==> config.mk <==
export PLATFORM = sky130hd
export DESIGN_NAME = pevu_top
export DESIGN_NICKNAME = d
export VERILOG_FILES = /design/src/pevu_pkg.sv /design/src/pevu_top.sv
export SDC_FILE = /design/constraint.sdc
export NUM_CORES = 2
export LEC_CHECK = 0
export BUFFER_PORTS_ARGS = -buffer_cell sky130_fd_sc_hd__buf_2
export CELL_PAD_IN_SITES_DETAIL_PLACEMENT = 1
export CELL_PAD_IN_SITES_GLOBAL_PLACEMENT = 1
export CORE_MARGIN = 2
export CORE_UTILIZATION = 31
export CTS_CLUSTER_DIAMETER = 80
export DETAILED_ROUTE_END_ITERATION = 8
export PLACE_DENSITY_LB_ADDON = 0.1
export RECOVER_POWER = 25
export SETUP_SLACK_MARGIN = 0.4
export SYNTH_ARGS = -nofsm -noshare
export SYNTH_HDL_FRONTEND = slang
export SYNTH_SLANG_ARGS = --single-unit
==> constraint.sdc <==
create_clock -name core_clk -period 7.9 [get_ports core_clk]
set_clock_uncertainty 0.05 [all_clocks]
set_input_delay 1.58 -clock core_clk [delete_from_list [all_inputs] [get_ports core_clk]]
set_output_delay 1.58 -clock core_clk [all_outputs]
set_load 0.1 [all_outputs]
==> src/pevu_pkg.sv <==
/*
 * Package for the processor event unit: register offsets, field layout,
 * reset values and the bus/channel carriers.
 * Assumes a 32-bit word-addressed register port with byte offsets.
 */
package pevu_pkg;
    localparam int NUM_TASKS = 8;
    localparam int NUM_CHAN = 8;
    localparam int ICX_W = 8;
    localparam int ADDR_W = 12;

    localparam logic [11:0] OFS_SEND_TRIG = 12'h000;
    localparam logic [11:0] OFS_SEND_HOOK = 12'h080;
    localparam logic [11:0] OFS_RECV_FLAG = 12'h100;
    localparam logic [11:0] OFS_RECV_FWD = 12'h180;
    localparam logic [11:0] OFS_IRQ_EN = 12'h300;
    localparam logic [11:0] OFS_IRQ_SET = 12'h304;
    localparam logic [11:0] OFS_IRQ_CLR = 12'h308;
    localparam logic [11:0] OFS_IRQ_PEND = 12'h30C;
    localparam logic [11:0] OFS_SEND_MAP = 12'h510;
    localparam logic [11:0] OFS_RECV_MAP = 12'h590;
    localparam logic [11:0] OFS_SCRATCH = 12'h610;

    localparam int HOOK_EN_BIT = 31;
    localparam int HOOK_IDX_LSB = 0;
    localparam logic [31:0] RST_WORD = 32'h00000000;

    typedef struct packed {
        logic [ADDR_W-1:0] addr;
        logic [31:0] wdata;
        logic wr;
        logic rd;
    } pevu_req_t;

    typedef struct packed {
        logic [NUM_CHAN-1:0] pulse;
    } pevu_chan_t;

    typedef struct packed {
        logic en;
        logic [ICX_W-1:0] idx;
    } pevu_hook_t;
endpackage

==> src/pevu_top.sv <==
/*
 * Processor event unit: eight send tasks broadcast onto shared channels,
 * eight receive events listen on subscribed channels, with interconnect
 * hookup, interrupt enable/set/clear/pending and four scratch words.
 * Assumes peer units OR their channel pulses together outside, and an
 * interconnect bus of one-cycle pulses, one bit per channel index.
 */
// The strobed register port is this design's own decision.
// Functional notes
// RULE_01: Send task pulses exactly its mapped channels
// RULE_02: Maps accept any channel combination
// RULE_03: Receive event fires on subscribed pulse
// RULE_04: Coincident channel pulses raise event once
// RULE_05: One instance per processor
// RULE_06: Send triggers at 0x000, stride four
// RULE_07: Send maps at 0x510, reset zero
// RULE_08: Receive maps at 0x590, reset zero
// RULE_09: Receive flags at 0x100 set on event
// RULE_10: Subscribe registers at 0x080 trigger sends
// RULE_11: Publish registers at 0x180 forward events
// RULE_12: Interrupt enable at 0x300, bits 0-7
// RULE_13: Enable-set writes one to enable
// RULE_14: Enable-clear writes one to disable
// RULE_15: Pending reads flagged and enabled events
// RULE_16: Subscribe has index and enable bit
// RULE_17: Flag reads one once generated, resets zero
// RULE_18: Software clears flag by writing zero
// RULE_19: Four scratch words, no side effects
`timescale 1ns/1ps
`default_nettype none
module pevu_top
    import pevu_pkg::*;
(
    // Clock and reset
    input wire logic core_clk,
    input wire logic rst_n,
    // Register port
    input wire logic [pevu_pkg::ADDR_W-1:0] reg_addr,
    input wire logic [31:0] reg_wdata,
    input wire logic reg_wr,
    input wire logic reg_rd,
    output logic [31:0] reg_rdata,
    // Shared channels (OR of all peer units)
    input wire pevu_pkg::pevu_chan_t chan_in,
    output pevu_pkg::pevu_chan_t chan_out,
    // Task/event interconnect
    input wire logic [(1<<pevu_pkg::ICX_W)-1:0] icx_in,
    output logic [(1<<pevu_pkg::ICX_W)-1:0] icx_out,
    // Interrupt
    output logic irq
);
    import pevu_pkg::*;

    localparam int NW = 1 << ICX_W;

    pevu_req_t req;
    assign req = '{addr: reg_addr, wdata: reg_wdata, wr: reg_wr,
                   rd: reg_rd};

    // Hit flag in bit 3 and slot in bits 2:0; all zero on a miss
    function automatic logic [3:0] grp_hit(input logic [11:0] a,
                                           input logic [11:0] base,
                                           input logic [3:0] cnt);
        logic [11:0] d;
        d = a - base;
        if (a >= base && d[1:0] == 2'b00 && d[11:2] < {6'h00, cnt})
            grp_hit = {1'b1, d[4:2]};
        else
            grp_hit = 4'h0;
    endfunction

    function automatic logic [31:0] hook_word(input pevu_hook_t h);
        hook_word = RST_WORD;
        hook_word[HOOK_EN_BIT] = h.en;
        hook_word[HOOK_IDX_LSB +: ICX_W] = h.idx;
    endfunction

    logic [7:0] send_map_q [NUM_TASKS];
    logic [7:0] send_map_d [NUM_TASKS];
    logic [7:0] recv_map_q [NUM_TASKS];
    logic [7:0] recv_map_d [NUM_TASKS];
    pevu_hook_t hook_q [NUM_TASKS];
    pevu_hook_t hook_d [NUM_TASKS];
    pevu_hook_t fwd_q [NUM_TASKS];
    pevu_hook_t fwd_d [NUM_TASKS];
    logic [31:0] scr_q [4];
    logic [31:0] scr_d [4];
    logic [7:0] flag_q, flag_d;
    logic [7:0] irq_enable_q, irq_enable_d;
    logic [7:0] recv_ev;
    logic [7:0] fire;
    logic [NUM_CHAN-1:0] chan_d;
    logic [NW-1:0] icx_d;
    logic [31:0] rdata_d;
    logic [31:0] rdata_q;
    logic irq_d;
    logic irq_q;
    pevu_chan_t chan_q;
    logic [NW-1:0] icx_q;
    logic [3:0] h_trig, h_hook, h_flag, h_fwd, h_smap, h_rmap, h_scr;

    assign h_trig = grp_hit(req.addr, OFS_SEND_TRIG, 4'h8);
    assign h_hook = grp_hit(req.addr, OFS_SEND_HOOK, 4'h8);
    assign h_flag = grp_hit(req.addr, OFS_RECV_FLAG, 4'h8);
    assign h_fwd = grp_hit(req.addr, OFS_RECV_FWD, 4'h8);
    assign h_smap = grp_hit(req.addr, OFS_SEND_MAP, 4'h8);
    assign h_rmap = grp_hit(req.addr, OFS_RECV_MAP, 4'h8);
    assign h_scr = grp_hit(req.addr, OFS_SCRATCH, 4'h4);

    // Event logic: tasks, channels, receive events
    always_comb begin
        fire = '0;
        chan_d = '0;
        icx_d = '0;
        recv_ev = '0;
        for (int n = 0; n < NUM_TASKS; n++) begin
            // RULE_06: register trigger of task n
            if (req.wr && h_trig[3] && h_trig[2:0] == 3'(n) && req.wdata[0])
                fire[n] = 1'b1;
            // RULE_10 RULE_16: interconnect subscription
            if (hook_q[n].en && icx_in[hook_q[n].idx])
                fire[n] = 1'b1;
            // RULE_01 RULE_02: broadcast on mapped channels only
            if (fire[n])
                chan_d = chan_d | send_map_q[n];
        end
        for (int n = 0; n < NUM_TASKS; n++) begin
            // RULE_03 RULE_04: any subscribed pulse, counted once
            recv_ev[n] = |(chan_in.pulse & recv_map_q[n]);
            // RULE_11: forward event onto interconnect
            if (recv_ev[n] && fwd_q[n].en)
                icx_d[fwd_q[n].idx] = 1'b1;
        end
    end

    // Configuration and flag next state
    always_comb begin
        send_map_d = send_map_q;
        recv_map_d = recv_map_q;
        hook_d = hook_q;
        fwd_d = fwd_q;
        scr_d = scr_q;
        flag_d = flag_q;
        irq_enable_d = irq_enable_q;
        if (req.wr) begin
            // RULE_07: send channel map write
            if (h_smap[3])
                send_map_d[h_smap[2:0]] = req.wdata[7:0];
            // RULE_08: receive channel map write
            if (h_rmap[3])
                recv_map_d[h_rmap[2:0]] = req.wdata[7:0];
            if (h_hook[3]) begin
                hook_d[h_hook[2:0]].en = req.wdata[HOOK_EN_BIT];
                hook_d[h_hook[2:0]].idx = req.wdata[HOOK_IDX_LSB +: ICX_W];
            end
            if (h_fwd[3]) begin
                fwd_d[h_fwd[2:0]].en = req.wdata[HOOK_EN_BIT];
                fwd_d[h_fwd[2:0]].idx = req.wdata[HOOK_IDX_LSB +: ICX_W];
            end
            // RULE_19: plain storage
            if (h_scr[3])
                scr_d[h_scr[1:0]] = req.wdata;
            // RULE_18: software clears by writing zero
            if (h_flag[3] && !req.wdata[0])
                flag_d[h_flag[2:0]] = 1'b0;
            // RULE_12: direct enable write
            if (req.addr == OFS_IRQ_EN)
                irq_enable_d = req.wdata[7:0];
            // RULE_13: write one to enable
            if (req.addr == OFS_IRQ_SET)
                irq_enable_d = irq_enable_q | req.wdata[7:0];
            // RULE_14: write one to disable
            if (req.addr == OFS_IRQ_CLR)
                irq_enable_d = irq_enable_q & ~req.wdata[7:0];
        end
        // RULE_09 RULE_17: event sets flag; set beats clear
        flag_d = flag_d | recv_ev;
        // RULE_15: level interrupt from pending
        irq_d = |(flag_d & irq_enable_d);
    end

    // Read mux, answered one cycle after the strobe
    always_comb begin
        rdata_d = RST_WORD;
        if (req.rd) begin
            if (h_hook[3])
                rdata_d = hook_word(hook_q[h_hook[2:0]]);
            else if (h_fwd[3])
                rdata_d = hook_word(fwd_q[h_fwd[2:0]]);
            else if (h_flag[3])
                rdata_d = {31'h0, flag_q[h_flag[2:0]]};
            else if (h_smap[3])
                rdata_d = {24'h0, send_map_q[h_smap[2:0]]};
            else if (h_rmap[3])
                rdata_d = {24'h0, recv_map_q[h_rmap[2:0]]};
            else if (h_scr[3])
                rdata_d = scr_q[h_scr[1:0]];
            else if (req.addr == OFS_IRQ_EN || req.addr == OFS_IRQ_SET ||
                     req.addr == OFS_IRQ_CLR)
                rdata_d = {24'h0, irq_enable_q};
            // RULE_15: pending view
            else if (req.addr == OFS_IRQ_PEND)
                rdata_d = {24'h0, flag_q & irq_enable_q};
        end
    end

    // RULE_05: all state is private to this instance
    always_ff @(posedge core_clk) begin
        if (!rst_n) begin
            for (int n = 0; n < NUM_TASKS; n++) begin
                send_map_q[n] <= 8'h00;
                recv_map_q[n] <= 8'h00;
                hook_q[n] <= '0;
                fwd_q[n] <= '0;
            end
            for (int k = 0; k < 4; k++)
                scr_q[k] <= RST_WORD;
            flag_q <= 8'h00;
            irq_enable_q <= 8'h00;
            chan_q <= '0;
            icx_q <= '0;
            rdata_q <= RST_WORD;
            irq_q <= 1'b0;
        end else begin
            send_map_q <= send_map_d;
            recv_map_q <= recv_map_d;
            hook_q <= hook_d;
            fwd_q <= fwd_d;
            scr_q <= scr_d;
            flag_q <= flag_d;
            irq_enable_q <= irq_enable_d;
            chan_q.pulse <= chan_d;
            icx_q <= icx_d;
            rdata_q <= rdata_d;
            irq_q <= irq_d;
        end
    end

    assign chan_out = chan_q;
    assign icx_out = icx_q;
    assign reg_rdata = rdata_q;
    assign irq = irq_q;

    // Checks
    property p_send_map;
        @(posedge core_clk) disable iff (!rst_n)
        (req.wr && req.addr == OFS_SEND_TRIG && req.wdata[0] &&
         !hook_q[0].en) |=> ((chan_out.pulse & send_map_q[0]) ==
                              send_map_q[0]);
    endproperty
    a_send_map: assert property (p_send_map) // RULE_01
        else $error("send task 0 missed a mapped channel");

    property p_idle_chan;
        @(posedge core_clk) disable iff (!rst_n)
        (!req.wr && icx_in == '0) |=> chan_out.pulse == '0;
    endproperty
    a_idle_chan: assert property (p_idle_chan) // RULE_06
        else $error("channel pulse with no trigger");

    property p_recv_flag;
        @(posedge core_clk) disable iff (!rst_n)
        |(chan_in.pulse & recv_map_q[2]) |=> flag_q[2];
    endproperty
    a_recv_flag: assert property (p_recv_flag) // RULE_09
        else $error("receive flag 2 not set by pulse");

    property p_flag_hold;
        @(posedge core_clk) disable iff (!rst_n)
        (flag_q[0] && !(req.wr && req.addr == OFS_RECV_FLAG)) |=> flag_q[0];
    endproperty
    a_flag_hold: assert property (p_flag_hold) // RULE_17
        else $error("receive flag 0 dropped on its own");

    property p_irq_level;
        @(posedge core_clk) disable iff (!rst_n)
        ##1 irq == |(flag_q & irq_enable_q);
    endproperty
    a_irq_level: assert property (p_irq_level) // RULE_15
        else $error("irq differs from pending");

    property p_en_set;
        @(posedge core_clk) disable iff (!rst_n)
        (req.wr && req.addr == OFS_IRQ_SET) |=>
            ((irq_enable_q & $past(req.wdata[7:0])) == $past(req.wdata[7:0]));
    endproperty
    a_en_set: assert property (p_en_set) // RULE_13
        else $error("enable-set did not enable");

    property p_en_clr;
        @(posedge core_clk) disable iff (!rst_n)
        (req.wr && req.addr == OFS_IRQ_CLR) |=>
            ((irq_enable_q & $past(req.wdata[7:0])) == 8'h00);
    endproperty
    a_en_clr: assert property (p_en_clr) // RULE_14
        else $error("enable-clear did not disable");

    property p_pend_read;
        @(posedge core_clk) disable iff (!rst_n)
        (req.rd && req.addr == OFS_IRQ_PEND) |=>
            reg_rdata == {24'h0, $past(flag_q & irq_enable_q)};
    endproperty
    a_pend_read: assert property (p_pend_read) // RULE_15
        else $error("pending read wrong");

    property p_fwd;
        @(posedge core_clk) disable iff (!rst_n)
        (fwd_q[1].en && |(chan_in.pulse & recv_map_q[1])) |=>
            icx_out[$past(fwd_q[1].idx)];
    endproperty
    a_fwd: assert property (p_fwd) // RULE_11
        else $error("receive event 1 not forwarded");
endmodule
`default_nettype wire

==> results.md <==
- Count leader, synth: nand2_1
- Core area: 180900 um^2
- H-tree depth: 3
- Num rows: 156
- Leakage power figure: 19.98 nW
- CP Launch Type: flip-flop
- Max Buffers Root-to-Sink: 3
- Synth area leader: dfxtp_1
- Vias in the first global route: 66200
- Pre-Repair DR Iteration Count: 8
- Hpwl dp: 293300 um
- Multi-input gate area: 39370 um^2
- Slew margin rel.: -3.405%
- VDD IR max: 0.1589 mV
- Worst Setup End Kind: flip-flop
- Critical path's top delay family: simple AND/OR/NAND/NOR gates
- Initial antenna violation count: 39
- Syn Area/Cell: 8.421 um^2
- Post-synthesis sequential area ratio: 25.29%
- Number of flops mapped to enable cells by yosys: 0
- DR iter-0 viols: 8957
- Crit path largest cell delay: 1.19 ns
- Met3 routed WL: 33440 um
- Net Count, Synth: 7021
- Hold Crit Depth: 2
- Clock Tree Root: clkbuf_16
- Largest net degree at the start of global routing: 132
- Post-CTS sizing: 0
- WL/cell: 42.82 um
- All-Layer GR Usage: 42.13%
- Gpl congestion: 1.043
- Post-route cell area: 64830 um^2
- FILL cells: 21270
- RSZ-0062 raised after global routing: no
- CTS clock-pin slew for the worst setup and hold paths: 0.06 ns
- Slowest stage cell, crit path: nor2b_1
- Fin crit share: 68.03%
- FF-to-FF End: chan_out[3]$_SDFF_PN0_
- Count of clock tree sinks: 713
- Final setup TNS: 0 ns
- RR Startpoint: hook_q[58]$_SDFFE_PN0P_
- Vias per cell: 7.039
- Failing checks: max-capacitance violations, max-slew violations
- Mapped Area: 56450 um^2
- Peak Freq: 0.1861 GHz
- Reg2Reg Setup Slack: 2.53 ns
- Crit path buf inv count: 1
- IO Pins: 609
- Required time worst endpoint: 8.49 ns
- Hold WC Path Type: flip-flop to flip-flop
- DRT Wirelength: 404000 um
- Num CTS Buffers: 89
- Area delta synth->final: 14.84%
- Register Area: 14330 um^2
- Final ANT Viol Nets: 0
- Reg2reg path depth: 10
- Total power: 8.846 mW
- Met2 routed wirelength: 179700 um
- First-pass GRT wire length: 553400 um
- Via count: 66420
- Ys flop type: dfxtp_1
- Top cells by area, synth: dfxtp_1, mux4_2, o22ai_1
- DRC viols: 0
- Worst slew pin tran: 1.538 ns
- Syn Inst Count: 6703
- Post-synth top cells: nand2_1, dfxtp_1, nor2_1
- Final slew viol count: 3
- DP Area: 61900 um^2
- Cell count along the critical path: 10
- Die Height: 430.7 um
- Top cell type's share of synthesized area: 25.29%
- Hold-fix buffers, CTS: 0
- Kind of critical path: flip-flop to flip-flop
- CTS tree: done
- Startpoint of the worst hold path: scr_q[30]$_SDFFE_PN0P_
- Fin. Hold Viols: 0
- Layout cells sized above 1: 20.13%
- CP cell instances: buf_4, nor2b_1, a22oi_1, and3_1, nand3_1, o41ai_1, nor4_1, nor2_1, o2111a_1, a41oi_1
- Crit Path Max Fanout: 19
- Max Cap Viol: 1
- Seq cells post-synth: 713
- Hold Path Sink: scr_q[30]$_SDFFE_PN0P_
- Number of library cell types mapped by synthesis: 89
- Ys Warns: 0
- Postcts setup bufs: 0
- Nets: 7278
- # setup viols final: 0
- Power per cell area: 136.4 nW/um^2
- Buffers on Ports: 608
- Clk_lat worst skew: 0.78 ns
- Total grt overflow: 0
- Outcome: finished, violations left
- Uppermost routed layer: met5
- Tmin final: 5.375 ns
- Starting Density: 31.20%
- Die area: 185500 um^2
- Die Wd: 430.7 um
- Async SR Flop Fraction: 0%
- Metal-1 WL: 149500 um
- Worst EP arrival: 5.96 ns
[worst max-delay path by stage]
stage	slack, ns	to	startpoint
CTS	2.77	chan_out[2]$_SDFF_PN0_	hook_q[54]$_SDFFE_PN0P_
finish	2.53	chan_out[3]$_SDFF_PN0_	hook_q[58]$_SDFFE_PN0P_
floorplan	3.28	send_map_q[58]$_SDFFE_PN0P_	reg_addr[4]
global route	2.54	chan_out[2]$_SDFF_PN0_	hook_q[54]$_SDFFE_PN0P_
detailed placement	2.09	reg_rdata[2]$_SDFF_PN0_	reg_addr[5]
global placement	2.16	reg_rdata[5]$_SDFF_PN0_	reg_addr[5]
[worst min-delay path, delay by kind of cell, from the launching register on]
family / cells / cell delay (ns)
DFF: 1 / 0.31
AOI/OAI and AO/OA: 1 / 0.05
and+or+nand+nor: 1 / 0.05
[through the flow]
stage                     utilization (%)  setup WS, ns  cells  hold slack (ns)
final                               35.83         2.525   9436           0.4035
after global routing                35.82         2.537   9427           0.4197
after CTS                           35.96         2.765   9406           0.4060
after detailed placement            34.21         2.092   9239           0.3973
after global placement              34.21         2.162   9239           0.3849
after floorplan                         -         3.278   6703           0.3787
[registers in the layout, indices dropped and copies added, names as in the netlist]
name	flops
reg_rdata	32
icx_out	256
recv_map_q	64
chan_out	8
flag_q	8
fwd_q	72
send_map_q	64
hook_q	72
irq_enable_q	8
scr_q	128
irq	1
[placed cells by master (no fill, tap or decap), drive strengths merged, types with 10 or more instances in the layout]
cell type / instances
nor3b: 11
a22oi: 185
a2111oi: 12
or3: 17
diode: 30
o31a: 14
o21ai: 219
and3: 23
buf: 618
a31oi: 77
o211ai: 15
o32ai: 11
and2: 40
a211oi: 58
or2: 10
nand2b: 55
a22o: 145
mux2i: 303
mux2: 18
nor3: 221
nand2: 916
a222oi: 59
nand3b: 11
o221ai: 14
a21oi: 501
inv: 61
nand4: 54
nor2b: 99
mux4: 540
a311oi: 12
nor4: 31
nand3: 150
clkinv: 26
o22ai: 590
clkbuf: 373
dfxtp: 713
nor2: 651
a221oi: 56
[layer usage]
metal | vias up | track usage, %
met5 | - | 0
met4 | 16 | 35.12
met3 | 1465 | 8.538
met2 | 4558 | 65.79
met1 | 33990 | 49.90
li1 | 26390 | -
[final cells by class]
class / instances / share of cell area, %
multi-input cells: 5234 / 60.74
flip-flops and latches: 713 / 22.11
repair buffers: 870 / 7.265
well taps: 2370 / 4.574
clock buffers: 121 / 3.918
clock inverters: 46 / 0.9708
inverters: 52 / 0.3127
diodes: 30 / 0.1158
[report_power, final]
part / internal, mW / leakage, nW / total (mW) / switching (mW)
logic: 0.291 / 12.7 / 0.812 / 0.521
registers: 3.59 / 5.75 / 3.59 / 0.000677
clock network: 2.56 / 1.55 / 4.44 / 1.88
[kinds of logic (layout without fill, tap and decap cells)]
| family | Yosys count | after routing | share of synthesized area [%] |
|---|---|---|---|
| compound gates | 2047 | 2047 | 23.64 |
| xor+xnor | 4 | 4 | 0.06207 |
| fa+ha+maj | 6 | 6 | 0.1330 |
| buf+inv | 756 | 1089 | 5.391 |
| flops | 713 | 713 | 25.29 |
| mux | 861 | 861 | 27.34 |
| other cells | 0 | 30 | 0 |
| simple gates | 2316 | 2316 | 18.14 |
Power figures use the tool's default switching activity.
